`config.mk`:
```
export PLATFORM = sky130hd
export DESIGN_NAME = fpa_annunciator
export DESIGN_NICKNAME = d
export VERILOG_FILES = /design/src/shared/fpa_pkg.sv /design/src/design/fpa_key_sync.sv /design/src/design/fpa_annunciator.sv
export VERILOG_INCLUDE_DIRS = /design/src /design/src/shared
export SDC_FILE = /design/constraint.sdc
export NUM_CORES = 1
export LEC_CHECK = 0
export ABC_AREA = 1
export BUFFER_PORTS_ARGS = -buffer_cell sky130_fd_sc_hd__buf_2
export CORE_UTILIZATION = 45
export DETAILED_ROUTE_END_ITERATION = 7
export GPL_TIMING_DRIVEN = 0
export PLACE_DENSITY = 0.72
export SYNTH_ARGS = -nofsm -noshare
export SYNTH_HDL_FRONTEND = slang
export SYNTH_HIERARCHICAL = 1
export SYNTH_SLANG_ARGS = --single-unit
```
`constraint.sdc`:
```
create_clock -name clk -period 2.2 [get_ports clk]
set_input_delay 0.44 -clock clk [delete_from_list [all_inputs] [get_ports clk]]
set_output_delay 0.44 -clock clk [all_outputs]
set_load 0.01 [all_outputs]
```
`src/shared/fpa_cfg.svh`:
```
// timing counts and layout constants for the front panel annunciator
`ifndef FPA_CFG_SVH
`define FPA_CFG_SVH
`define FPA_CLK_HZ 20000000
`define FPA_BEEP_PERIOD_MS 500
`define FPA_BEEP_HALF_CYC ((`FPA_CLK_HZ / 1000) * `FPA_BEEP_PERIOD_MS / 2)
`define FPA_FLASH_HALF_CYC ((`FPA_CLK_HZ / 1000) * 250)
`define FPA_BLANK_MIN 30
`define FPA_BLANK_SEC (`FPA_BLANK_MIN * 60)
`define FPA_SCROLL_SEC 3
`define FPA_SEC_CYC `FPA_CLK_HZ
`define FPA_NUM_KEYS 5
`define FPA_NUM_ITEMS 8
`endif

```
`src/shared/fpa_pkg.sv`:
```
// types for the front panel annunciator
package fpa_pkg;
  // operating mode of the power system
  typedef enum logic [1:0] {MODE_OFF, MODE_ONLINE, MODE_BATTERY, MODE_BYPASS} fpa_mode_t;
  // screen shown on the display
  typedef enum logic [2:0] {SCR_SPLASH, SCR_MIMIC, SCR_EVENTS, SCR_METERS, SCR_CONTROLS,
    SCR_SETUP} fpa_screen_t;
  // status line items
  typedef enum logic [2:0] {ITM_MODEL, ITM_DATE, ITM_ALARMS, ITM_NOTICES, ITM_LOAD,
    ITM_RUNTIME, ITM_TEMP, ITM_HUMID} fpa_item_t;
  // event message categories
  typedef enum logic [1:0] {CAT_ALARM, CAT_NOTICE, CAT_STATUS, CAT_COMMAND} fpa_cat_t;
  // lamp outputs
  typedef struct packed {
    logic online;
    logic battery;
    logic bypass;
    logic alarm;
  } fpa_lamps_t;
  // one event message
  typedef struct packed {
    logic valid;
    fpa_cat_t cat;
    logic [7:0] code;
    logic to_history;
  } fpa_event_t;
  // key function label per navigation key
  typedef enum logic [2:0] {LBL_NONE, LBL_EVENTS, LBL_METERS, LBL_CONTROLS, LBL_SETUP,
    LBL_LOADOFF, LBL_HOME} fpa_label_t;
endpackage : fpa_pkg

```
`src/design/fpa_key_sync.sv`:
```
// pushbutton synchroniser and single any-key pulse
`timescale 1ns/1ns
`include "fpa_cfg.svh"
module fpa_key_sync (
  input wire logic clk,
  input wire logic reset,
  input wire logic [`FPA_NUM_KEYS-1:0] keys_in,
  output logic [`FPA_NUM_KEYS-1:0] key_press,
  output logic any_press
);
  // ----------------------------------------
  // two-stage synchroniser, then edge detect
  // ----------------------------------------
  logic [`FPA_NUM_KEYS-1:0] s1_reg, s2_reg, s3_reg; // sync chain and last level
  logic [`FPA_NUM_KEYS-1:0] s1_next, s2_next, s3_next, press_next;
  logic any_next;
  // next values; only s2 and s3 feed logic, s1 is left alone
  always_comb begin
    s1_next = keys_in;
    s2_next = s1_reg;
    s3_next = s2_reg;
    press_next = s2_reg & ~s3_reg;
    any_next = |(s2_reg & ~s3_reg);
  end
  // registers
  always_ff @(posedge clk) begin
    if (reset) begin
      s1_reg <= '0;
      s2_reg <= '0;
      s3_reg <= '0;
      key_press <= '0;
      any_press <= 1'b0;
    end else begin
      s1_reg <= s1_next;
      s2_reg <= s2_next;
      s3_reg <= s3_next;
      key_press <= press_next;
      any_press <= any_next;
    end
  end
  // one pulse per press, never two in a row
  a_any_single: assert property (@(posedge clk) disable iff (reset)
    any_press |=> !any_press) else $error("any-key pulse longer than one cycle");
endmodule : fpa_key_sync

```
`src/design/fpa_annunciator.sv`:
```
// front panel annunciator: lamps, horn, display blanking, screens, status scroll
`timescale 1ns/1ns
`include "fpa_cfg.svh"
module fpa_annunciator #(
  // timebases default to the real timings; a short run may pass smaller ones
  parameter logic [24:0] BEEP_HALF = 25'(`FPA_BEEP_HALF_CYC), // clocks per horn half period
  parameter logic [24:0] FLASH_HALF = 25'(`FPA_FLASH_HALF_CYC), // clocks per flash half period
  parameter logic [24:0] SEC_CYC = 25'(`FPA_SEC_CYC), // clocks per second
  parameter logic [11:0] BLANK_SEC = 12'(`FPA_BLANK_SEC) // idle seconds before darkening
) (
  input wire logic clk,
  input wire logic reset,
  input wire fpa_pkg::fpa_mode_t mode, // present operating mode
  input wire logic alarm_active, // any alarm present
  input wire logic notice_attn, // a notice needs attention
  input wire logic probe_fitted, // environmental probe installed
  input wire logic [`FPA_NUM_KEYS-1:0] keys_in, // raw pushbuttons, asynchronous
  input wire fpa_pkg::fpa_event_t event_in, // event message, one-cycle valid
  output fpa_pkg::fpa_lamps_t lamps,
  output logic horn,
  output logic display_on,
  output fpa_pkg::fpa_screen_t screen,
  output fpa_pkg::fpa_item_t status_item,
  output logic top_line_on,
  output fpa_pkg::fpa_event_t status_msg,
  output logic active_log_wr,
  output logic history_log_wr,
  output logic [7:0] log_code,
  output fpa_pkg::fpa_cat_t log_cat,
  output logic list_alarms,
  output logic list_notices,
  output logic list_commands,
  output fpa_pkg::fpa_label_t [`FPA_NUM_KEYS-1:0] key_labels
);
  // ----------------------------------------
  // keys
  // ----------------------------------------
  logic [`FPA_NUM_KEYS-1:0] key_press; // per-key press pulse
  logic any_press; // shared acknowledge pulse
  fpa_key_sync fpa_key_sync_inst (
    .clk(clk),
    .reset(reset),
    .keys_in(keys_in),
    .key_press(key_press),
    .any_press(any_press)
  );

  // ----------------------------------------
  // timebases
  // ----------------------------------------
  localparam logic [1:0] SCROLL_SEC = 2'(`FPA_SCROLL_SEC - 1);
  // wrap counter helper, used by every divider
  function automatic logic [24:0] wrap(input logic [24:0] c, input logic [24:0] lim);
    wrap = (c == lim - 25'd1) ? 25'd0 : c + 25'd1;
  endfunction : wrap

  logic [24:0] beep_cnt_reg, beep_cnt_next; // half of beep period
  logic [24:0] flash_cnt_reg, flash_cnt_next; // lamp and line flash
  logic [24:0] sec_cnt_reg, sec_cnt_next; // one second divider
  logic beep_ph_reg, beep_ph_next; // beep on/off phase
  logic flash_ph_reg, flash_ph_next; // flash phase
  logic sec_tick; // one-cycle second enable
  // divider next values
  always_comb begin
    beep_cnt_next = wrap(beep_cnt_reg, BEEP_HALF);
    flash_cnt_next = wrap(flash_cnt_reg, FLASH_HALF);
    sec_cnt_next = wrap(sec_cnt_reg, SEC_CYC);
    sec_tick = (sec_cnt_reg == SEC_CYC - 25'd1);
    // equal halves give one full beep per half second
    beep_ph_next = (beep_cnt_reg == BEEP_HALF - 25'd1) ? ~beep_ph_reg : beep_ph_reg;
    flash_ph_next = (flash_cnt_reg == FLASH_HALF - 25'd1) ? ~flash_ph_reg : flash_ph_reg;
  end
  // divider registers
  always_ff @(posedge clk) begin
    if (reset) begin
      beep_cnt_reg <= '0;
      flash_cnt_reg <= '0;
      sec_cnt_reg <= '0;
      beep_ph_reg <= 1'b0;
      flash_ph_reg <= 1'b0;
    end else begin
      beep_cnt_reg <= beep_cnt_next;
      flash_cnt_reg <= flash_cnt_next;
      sec_cnt_reg <= sec_cnt_next;
      beep_ph_reg <= beep_ph_next;
      flash_ph_reg <= flash_ph_next;
    end
  end

  // ----------------------------------------
  // alarm tracking and lamps
  // ----------------------------------------
  logic alarm_d_reg, alarm_d_next; // alarm level one cycle back
  logic unack_reg, unack_next; // new alarm not yet acknowledged
  logic hsil_reg, hsil_next; // horn silenced by operator
  fpa_pkg::fpa_lamps_t lamps_next;
  logic horn_next;
  logic new_alarm;
  // alarm state next values
  always_comb begin
    alarm_d_next = alarm_active;
    new_alarm = alarm_active & ~alarm_d_reg;
    // a fresh alarm wins over a press in the same cycle
    unack_next = new_alarm ? 1'b1 : (any_press ? 1'b0 : (unack_reg & alarm_active));
    hsil_next = new_alarm ? 1'b0 : (any_press ? 1'b1 : hsil_reg);
    lamps_next.online = (mode == fpa_pkg::MODE_ONLINE) ||
                        (mode == fpa_pkg::MODE_BATTERY);
    lamps_next.battery = (mode == fpa_pkg::MODE_BATTERY);
    lamps_next.bypass = (mode == fpa_pkg::MODE_BYPASS);
    // steady when acknowledged, flashing while unacknowledged
    lamps_next.alarm = alarm_active & (~unack_next | flash_ph_reg);
    horn_next = alarm_active & ~hsil_next & beep_ph_reg;
  end
  // alarm state registers
  always_ff @(posedge clk) begin
    if (reset) begin
      alarm_d_reg <= 1'b0;
      unack_reg <= 1'b0;
      hsil_reg <= 1'b0;
      lamps <= '0;
      horn <= 1'b0;
    end else begin
      alarm_d_reg <= alarm_d_next;
      unack_reg <= unack_next;
      hsil_reg <= hsil_next;
      lamps <= lamps_next;
      horn <= horn_next;
    end
  end
  a_bypass_online: assert property (@(posedge clk) disable iff (reset)
    mode == fpa_pkg::MODE_BYPASS |=> !lamps.online && lamps.bypass)
    else $error("online lamp lit in bypass");
  a_battery_online: assert property (@(posedge clk) disable iff (reset)
    mode == fpa_pkg::MODE_BATTERY |=> lamps.online && lamps.battery)
    else $error("battery mode lamps wrong");
  a_off_dark: assert property (@(posedge clk) disable iff (reset)
    mode == fpa_pkg::MODE_OFF |=> !lamps.online) else $error("online lamp lit when off");
  a_horn_silence: assert property (@(posedge clk) disable iff (reset)
    (any_press && !new_alarm) ##1 !(alarm_active && !alarm_d_reg) |=> !horn)
    else $error("horn not silenced by press");
  a_no_alarm_dark: assert property (@(posedge clk) disable iff (reset)
    !alarm_active |=> !lamps.alarm && !horn) else $error("alarm outputs without alarm");
  a_ack_steady: assert property (@(posedge clk) disable iff (reset)
    alarm_active && !unack_next |=> lamps.alarm) else $error("acknowledged alarm not steady");

  // ----------------------------------------
  // display blanking and screens
  // ----------------------------------------
  logic [11:0] idle_sec_reg, idle_sec_next; // seconds since last press
  logic display_on_next;
  fpa_pkg::fpa_screen_t screen_next;
  fpa_pkg::fpa_label_t [`FPA_NUM_KEYS-1:0] labels_next;
  // screen next values
  always_comb begin
    idle_sec_next = idle_sec_reg;
    display_on_next = display_on;
    screen_next = screen;
    if (any_press) begin
      idle_sec_next = '0;
      display_on_next = 1'b1;
    end else if (sec_tick && idle_sec_reg != BLANK_SEC) begin
      idle_sec_next = idle_sec_reg + 12'd1;
    end
    if (!any_press && idle_sec_reg == BLANK_SEC) begin
      display_on_next = 1'b0;
    end
    // a press that only wakes or leaves splash does nothing else
    if (any_press && display_on) begin
      unique case (screen)
        fpa_pkg::SCR_SPLASH: screen_next = fpa_pkg::SCR_MIMIC;
        fpa_pkg::SCR_MIMIC: begin
          // operator picks the key under the title
          if (key_press[0]) screen_next = fpa_pkg::SCR_EVENTS;
          else if (key_press[1]) screen_next = fpa_pkg::SCR_METERS;
          else if (key_press[2]) screen_next = fpa_pkg::SCR_CONTROLS;
          else if (key_press[3]) screen_next = fpa_pkg::SCR_SETUP;
        end
        fpa_pkg::SCR_EVENTS, fpa_pkg::SCR_METERS, fpa_pkg::SCR_CONTROLS,
        fpa_pkg::SCR_SETUP: begin
          if (key_press[0]) screen_next = fpa_pkg::SCR_MIMIC;
        end
        default: screen_next = fpa_pkg::SCR_MIMIC; // illegal code
      endcase
    end
    // labels follow the screen now shown
    labels_next = '{default: fpa_pkg::LBL_NONE};
    unique case (screen_next)
      fpa_pkg::SCR_SPLASH: labels_next = '{default: fpa_pkg::LBL_NONE};
      fpa_pkg::SCR_MIMIC: begin
        labels_next[0] = fpa_pkg::LBL_EVENTS;
        labels_next[1] = fpa_pkg::LBL_METERS;
        labels_next[2] = fpa_pkg::LBL_CONTROLS;
        labels_next[3] = fpa_pkg::LBL_SETUP;
        labels_next[4] = fpa_pkg::LBL_LOADOFF;
      end
      default: labels_next[0] = fpa_pkg::LBL_HOME;
    endcase
  end
  // screen registers
  always_ff @(posedge clk) begin
    if (reset) begin
      idle_sec_reg <= '0;
      display_on <= 1'b1;
      screen <= fpa_pkg::SCR_SPLASH;
      key_labels <= '{default: fpa_pkg::LBL_NONE};
    end else begin
      idle_sec_reg <= idle_sec_next;
      display_on <= display_on_next;
      screen <= screen_next;
      key_labels <= labels_next;
    end
  end
  a_splash_exit: assert property (@(posedge clk) disable iff (reset)
    screen == fpa_pkg::SCR_SPLASH && any_press && display_on |=> screen == fpa_pkg::SCR_MIMIC)
    else $error("splash not left on press");
  a_wake_press: assert property (@(posedge clk) disable iff (reset)
    any_press |=> display_on) else $error("display not restored by press");

  // ----------------------------------------
  // status line scroll and event messages
  // ----------------------------------------
  logic [1:0] scroll_reg, scroll_next; // seconds on current item
  fpa_pkg::fpa_item_t item_next;
  logic top_next;
  fpa_pkg::fpa_event_t msg_next;
  // status next values
  always_comb begin
    scroll_next = scroll_reg;
    item_next = status_item;
    if (sec_tick) begin
      scroll_next = (scroll_reg == SCROLL_SEC) ? 2'd0 : scroll_reg + 2'd1;
      if (scroll_reg == SCROLL_SEC) begin
        // probe items only appear when fitted
        if (status_item == fpa_pkg::ITM_RUNTIME && !probe_fitted) begin
          item_next = fpa_pkg::ITM_MODEL;
        end else if (status_item == fpa_pkg::ITM_HUMID) begin
          item_next = fpa_pkg::ITM_MODEL;
        end else begin
          item_next = fpa_pkg::fpa_item_t'(status_item + 3'd1);
        end
      end
    end
    top_next = ~((alarm_active | notice_attn) & flash_ph_reg);
    msg_next = event_in.valid ? event_in : status_msg;
  end
  // status registers
  always_ff @(posedge clk) begin
    if (reset) begin
      scroll_reg <= '0;
      status_item <= fpa_pkg::ITM_MODEL;
      top_line_on <= 1'b1;
      status_msg <= '0;
      active_log_wr <= 1'b0;
      history_log_wr <= 1'b0;
      log_code <= '0;
      log_cat <= fpa_pkg::CAT_ALARM;
      list_alarms <= 1'b0;
      list_notices <= 1'b0;
      list_commands <= 1'b0;
    end else begin
      scroll_reg <= scroll_next;
      status_item <= item_next;
      top_line_on <= top_next;
      status_msg <= msg_next;
      active_log_wr <= event_in.valid;
      history_log_wr <= event_in.valid & event_in.to_history;
      log_code <= event_in.code;
      log_cat <= event_in.cat;
      // status messages are not listed on the events screen
      list_alarms <= screen_next == fpa_pkg::SCR_EVENTS;
      list_notices <= screen_next == fpa_pkg::SCR_EVENTS;
      list_commands <= screen_next == fpa_pkg::SCR_EVENTS;
    end
  end
  a_log_write: assert property (@(posedge clk) disable iff (reset)
    event_in.valid |=> active_log_wr && log_code == $past(event_in.code))
    else $error("event not logged");
  a_probe_skip: assert property (@(posedge clk) disable iff (reset)
    !probe_fitted && status_item == fpa_pkg::ITM_RUNTIME |=> status_item != fpa_pkg::ITM_TEMP)
    else $error("probe item shown without probe");
endmodule : fpa_annunciator

```
# Word level (Yosys, flattened, before mapping)
# Index checks and enable logic that the tools add are counted.
# Widths: inputs -> output; s select.
# word_totals
rom_bits,0
word_cells,113
memories,0
ram_bits,0
register_bits,167
latch_bits,0
input_bits,24
# op_classes
magnitude_cmp,0
eq_ne,18
mux,18
bitwise_logic,17
shifts,0
div,0
n_reduce_logical,16
n_addsub,6
mul,0
# ops
cell,n
$add 25x1->25 const B,3
$eq 25x23->1 const B,2
$eq 25x25->1 const B,1
$mux 3,8
$add 12x1->12 const B,1
$eq 12x11->1 const B,1
$eq 3x3->1 const B,4
$mux 12,1
$ne 12x11->1 const B,1
$pmux 3 s2,2
$eq 3x2->1 const B,3
$reduce_or 2->1,4
$and 1x1->1,7
$eq 2x2->1 const B,3
$eq 3x1->1 const B,2
$mux 1,6
$not 1->1,6
$and 5x5->5,1
$not 5->5,1
$reduce_or 5->1,1
$logic_and 1x1->1,4
$reduce_or 4->1,1
$add 3x1->3 const B,1
$logic_not 3->1,1
other kinds (8),10

# Longest topological paths before layout
# logic_depth
word_depth,8
ltp_mapped,10
mapped_depth_nobuf,10

# Cells and area by module
# The synthesis kept the hierarchy.
# by_module_without_submodules
module,n_inst,area_per_inst_um2,cells_per_inst,seq_area_each_um2
fpa_annunciator,1,6598.8,956,2682.6
fpa_key_sync,1,635.6,73,420.4

# Worst setup path before layout
# Ideal clock, no wire load.
# synth_timing
path_kind,flip-flop to flip-flop
startpoint,register beep_cnt_reg[0]
endpoint,register beep_cnt_reg[12]
setup_ps,125
path_buffers,1
path_slack_ps,676
arrival_ps,1399
path_stages_with_launch,10
period_less_slack_ps,1524
cell_sequence,dfxtp_1 -> ha_1 -> nand2_2 -> nor2_4 -> nand3_1 -> nor2_1 -> nand2_1 -> nand2_4 -> buf_6 -> a21oi_1
# synth_between
elab_chain_len,2
elab_cells_between_ends,3
# synth_rtl
element,line,text
"start, declared",fpa_annunciator.sv:57,"logic [24:0] beep_cnt_reg, beep_cnt_next;"
"start signal, assigned",fpa_annunciator.sv:82,beep_cnt_reg <= beep_cnt_next;
"parallel branches: the longest is 2 deep, another holds $add 25x1->25",n/a,
# Parallel ways; which one is timed is not known.
# A chain may end at the register's enable or synchronous reset.

# Worst setup path after layout
# layout_timing
startpoint,register beep_cnt_reg[0]
endpoint,register beep_cnt_reg[10]
# The elaborated chain is that of the path after synthesis.

==> flow_summary.ini <==
[run]
maxCapViolCount = 0

[cells_and_area]
fillCellCount = 1502
diodes = 0
post-route-util = 0.5510
nets = 1157
area_delta_synth_final_pct = 17.89
drive_above_1_share = 0.1417
instances_no_fill = 1347

[logic_synthesis]
syn_inst = 1027
syn_area_per_cell_um2 = 7.021
syn_area_um2 = 7211
synth-warning-count = 6

[timing]
drv_slew = 0
fin_hold_ws_ns = 0.2094
fmax_mhz = 529.6
hold_viol = 0
relSlewSlack = 0.6187
final-setup-viol-count = 0
finClkSkew_ns = 0.01297
worst_slew_pin_slew_ns = 0.5719
period_share = 0.8584
grt_setup_unrepaired = no
period_needed_ns = 1.888
tns_ns = 0

[global_route]
antenna_found_initial = 0
grt_pass1_wl_mm = 27.10
grt_max_degree = 17
grt_usage = 0.2087
grt_pass1_vias = 6019
grt_overflow_total = 0

[critical_path]
crit_start = beep_cnt_reg[0]
required_ns = 2.52
slowest_delay_ns = 0.35
crit_top_cell = nor2_1
crit_path_max_fanout = 10
worstSetupStartpointType = register
path_depth = 9
r2r_start = beep_cnt_reg[0]
reg2reg_depth = 9
crit_buf_inv = 1
path_class = register to register
worstPathCellList = ha_1, nand2_2, nor2_4, nand3_1, nor2_1, nand2_1, nand2_4, buf_6, nor2_1
critical-path-top-delay-family = simple AND/OR/NAND/NOR gates
cp_slowest_cell = dfxtp_1
cp-end-kind = register
cp.arrival_ns = 2.20

[floorplanning]
io_pins = 79
fp.dieW_um = 128.6
dieArea_um2 = 16530
initial_core_util = 0.4674
core_area_um2 = 15430
die_height_um = 128.6
fp-row-count = 45

[pwr]
total_power_mw = 6.358
ir_drop_uv = 607.1
p_leak_nw = 3.490
powerDensity_nw_per_um2 = 747.9

[route]
vias = 6455
drc = 0
ant_nets = 0
drt_first_iter_violations = 400
wl_per_cell_um = 11.88
drt_wl_total_mm = 16.00
firstDrtPassIters = 5
viasPerCell = 4.792

[status]
outcome = completed

[clock_tree]
cts_tree = built
cts_setup_buffers = 0
cts_hold_buf = 0
path_clk_slew_ns = 0.06
cts_buffer_depth = 2
clock_latency_ns = 0.43
cts_root_buffer = clkbuf_16
clock_sinks = 154
numCtsBuffers = 17
htree_levels = 4
cts_resized = 0

[place]
io_buffers = 72
hpwl_mm = 11.68
globalplace.congestion = 0.9384
placedCellCount = 1315

[min_path]
whs_path_depth = 3
hold_class = input pin to register
min_from = keys_in[4]
[cell type report]
class	count	area, µm²	area share
Multi-Input combinational cell	713	3396	0.3995
Inverter	131	496.7	0.05843
Buffer	34	254.0	0.02988
Clock inverter	10	162.7	0.01913
Clock buffer	22	484.2	0.05696
Tap cell	211	264.0	0.03106
Timing Repair Buffer	72	360.3	0.04239
Sequential cell	154	3083	0.3627
[final timing paths]
check                                     end  slack, ns
setup / recovery             beep_cnt_reg[10]       0.31
hold / removal    fpa_key_sync_inst/s1_reg[4]       0.21
setup reg to reg             beep_cnt_reg[10]       0.31
hold reg to reg   fpa_key_sync_inst/s2_reg[1]       0.40
[cells in the final DEF, fill, tap and decap left out, types with 2 or more instances in the layout]
master	instances
a21oi_1	72
nand3_1	59
clkinvlp_4	2
xnor2_1	10
nand2_1	233
or2_2	6
nand3b_1	13
buf_4	18
inv_1	126
clkbuf_16	17
xor2_1	21
nor2_1	198
nor3_1	12
bufinv_16	4
dfxtp_1	154
clkbuf_8	4
nor2_2	4
nand2_4	3
nand4_1	27
conb_1	6
ha_1	10
clkbuf_1	7
inv_2	3
nor2_4	5
buf_2	74
buf_6	6
clkinv_4	2
o21ai_0	19
nand2_2	5
clkinv_2	2
[through the flow]
| stage | worst slack, ns | instance area (µm²) |
|---|---|---|
| 3_5_place_dp | 0.2867 | 7854 |
| 5_1_grt | 0.1274 | 8501 |
| 6_report | 0.3116 | 8501 |
| 4_1_cts | 0.3059 | 8501 |
| 2_1_floorplan | 0.6756 | 7229 |
| 3_3_place_gp | 0.3222 | 7854 |
[layer usage]
layer	GRT usage	wire length, µm	vias up
met3	0.05031	720	20
met5	0	0	-
met4	0.07889	241	0
met1	0.2545	7495	2907
met2	0.3558	7538	139
li1	-	-	3389
[worst min-delay path, cell delays in order]
cell	delay, ns
buf_2	0.07
inv_1	0.03
nor2_1	0.06
[where the power goes]
part | switching [mW] | internal, mW
clock | 1.14 | 2.02
sequential | 0.0353 | 2.86
combinational | 0.179 | 0.127
total | 1.35 | 5.00
(Power assumes the default switching activity.)
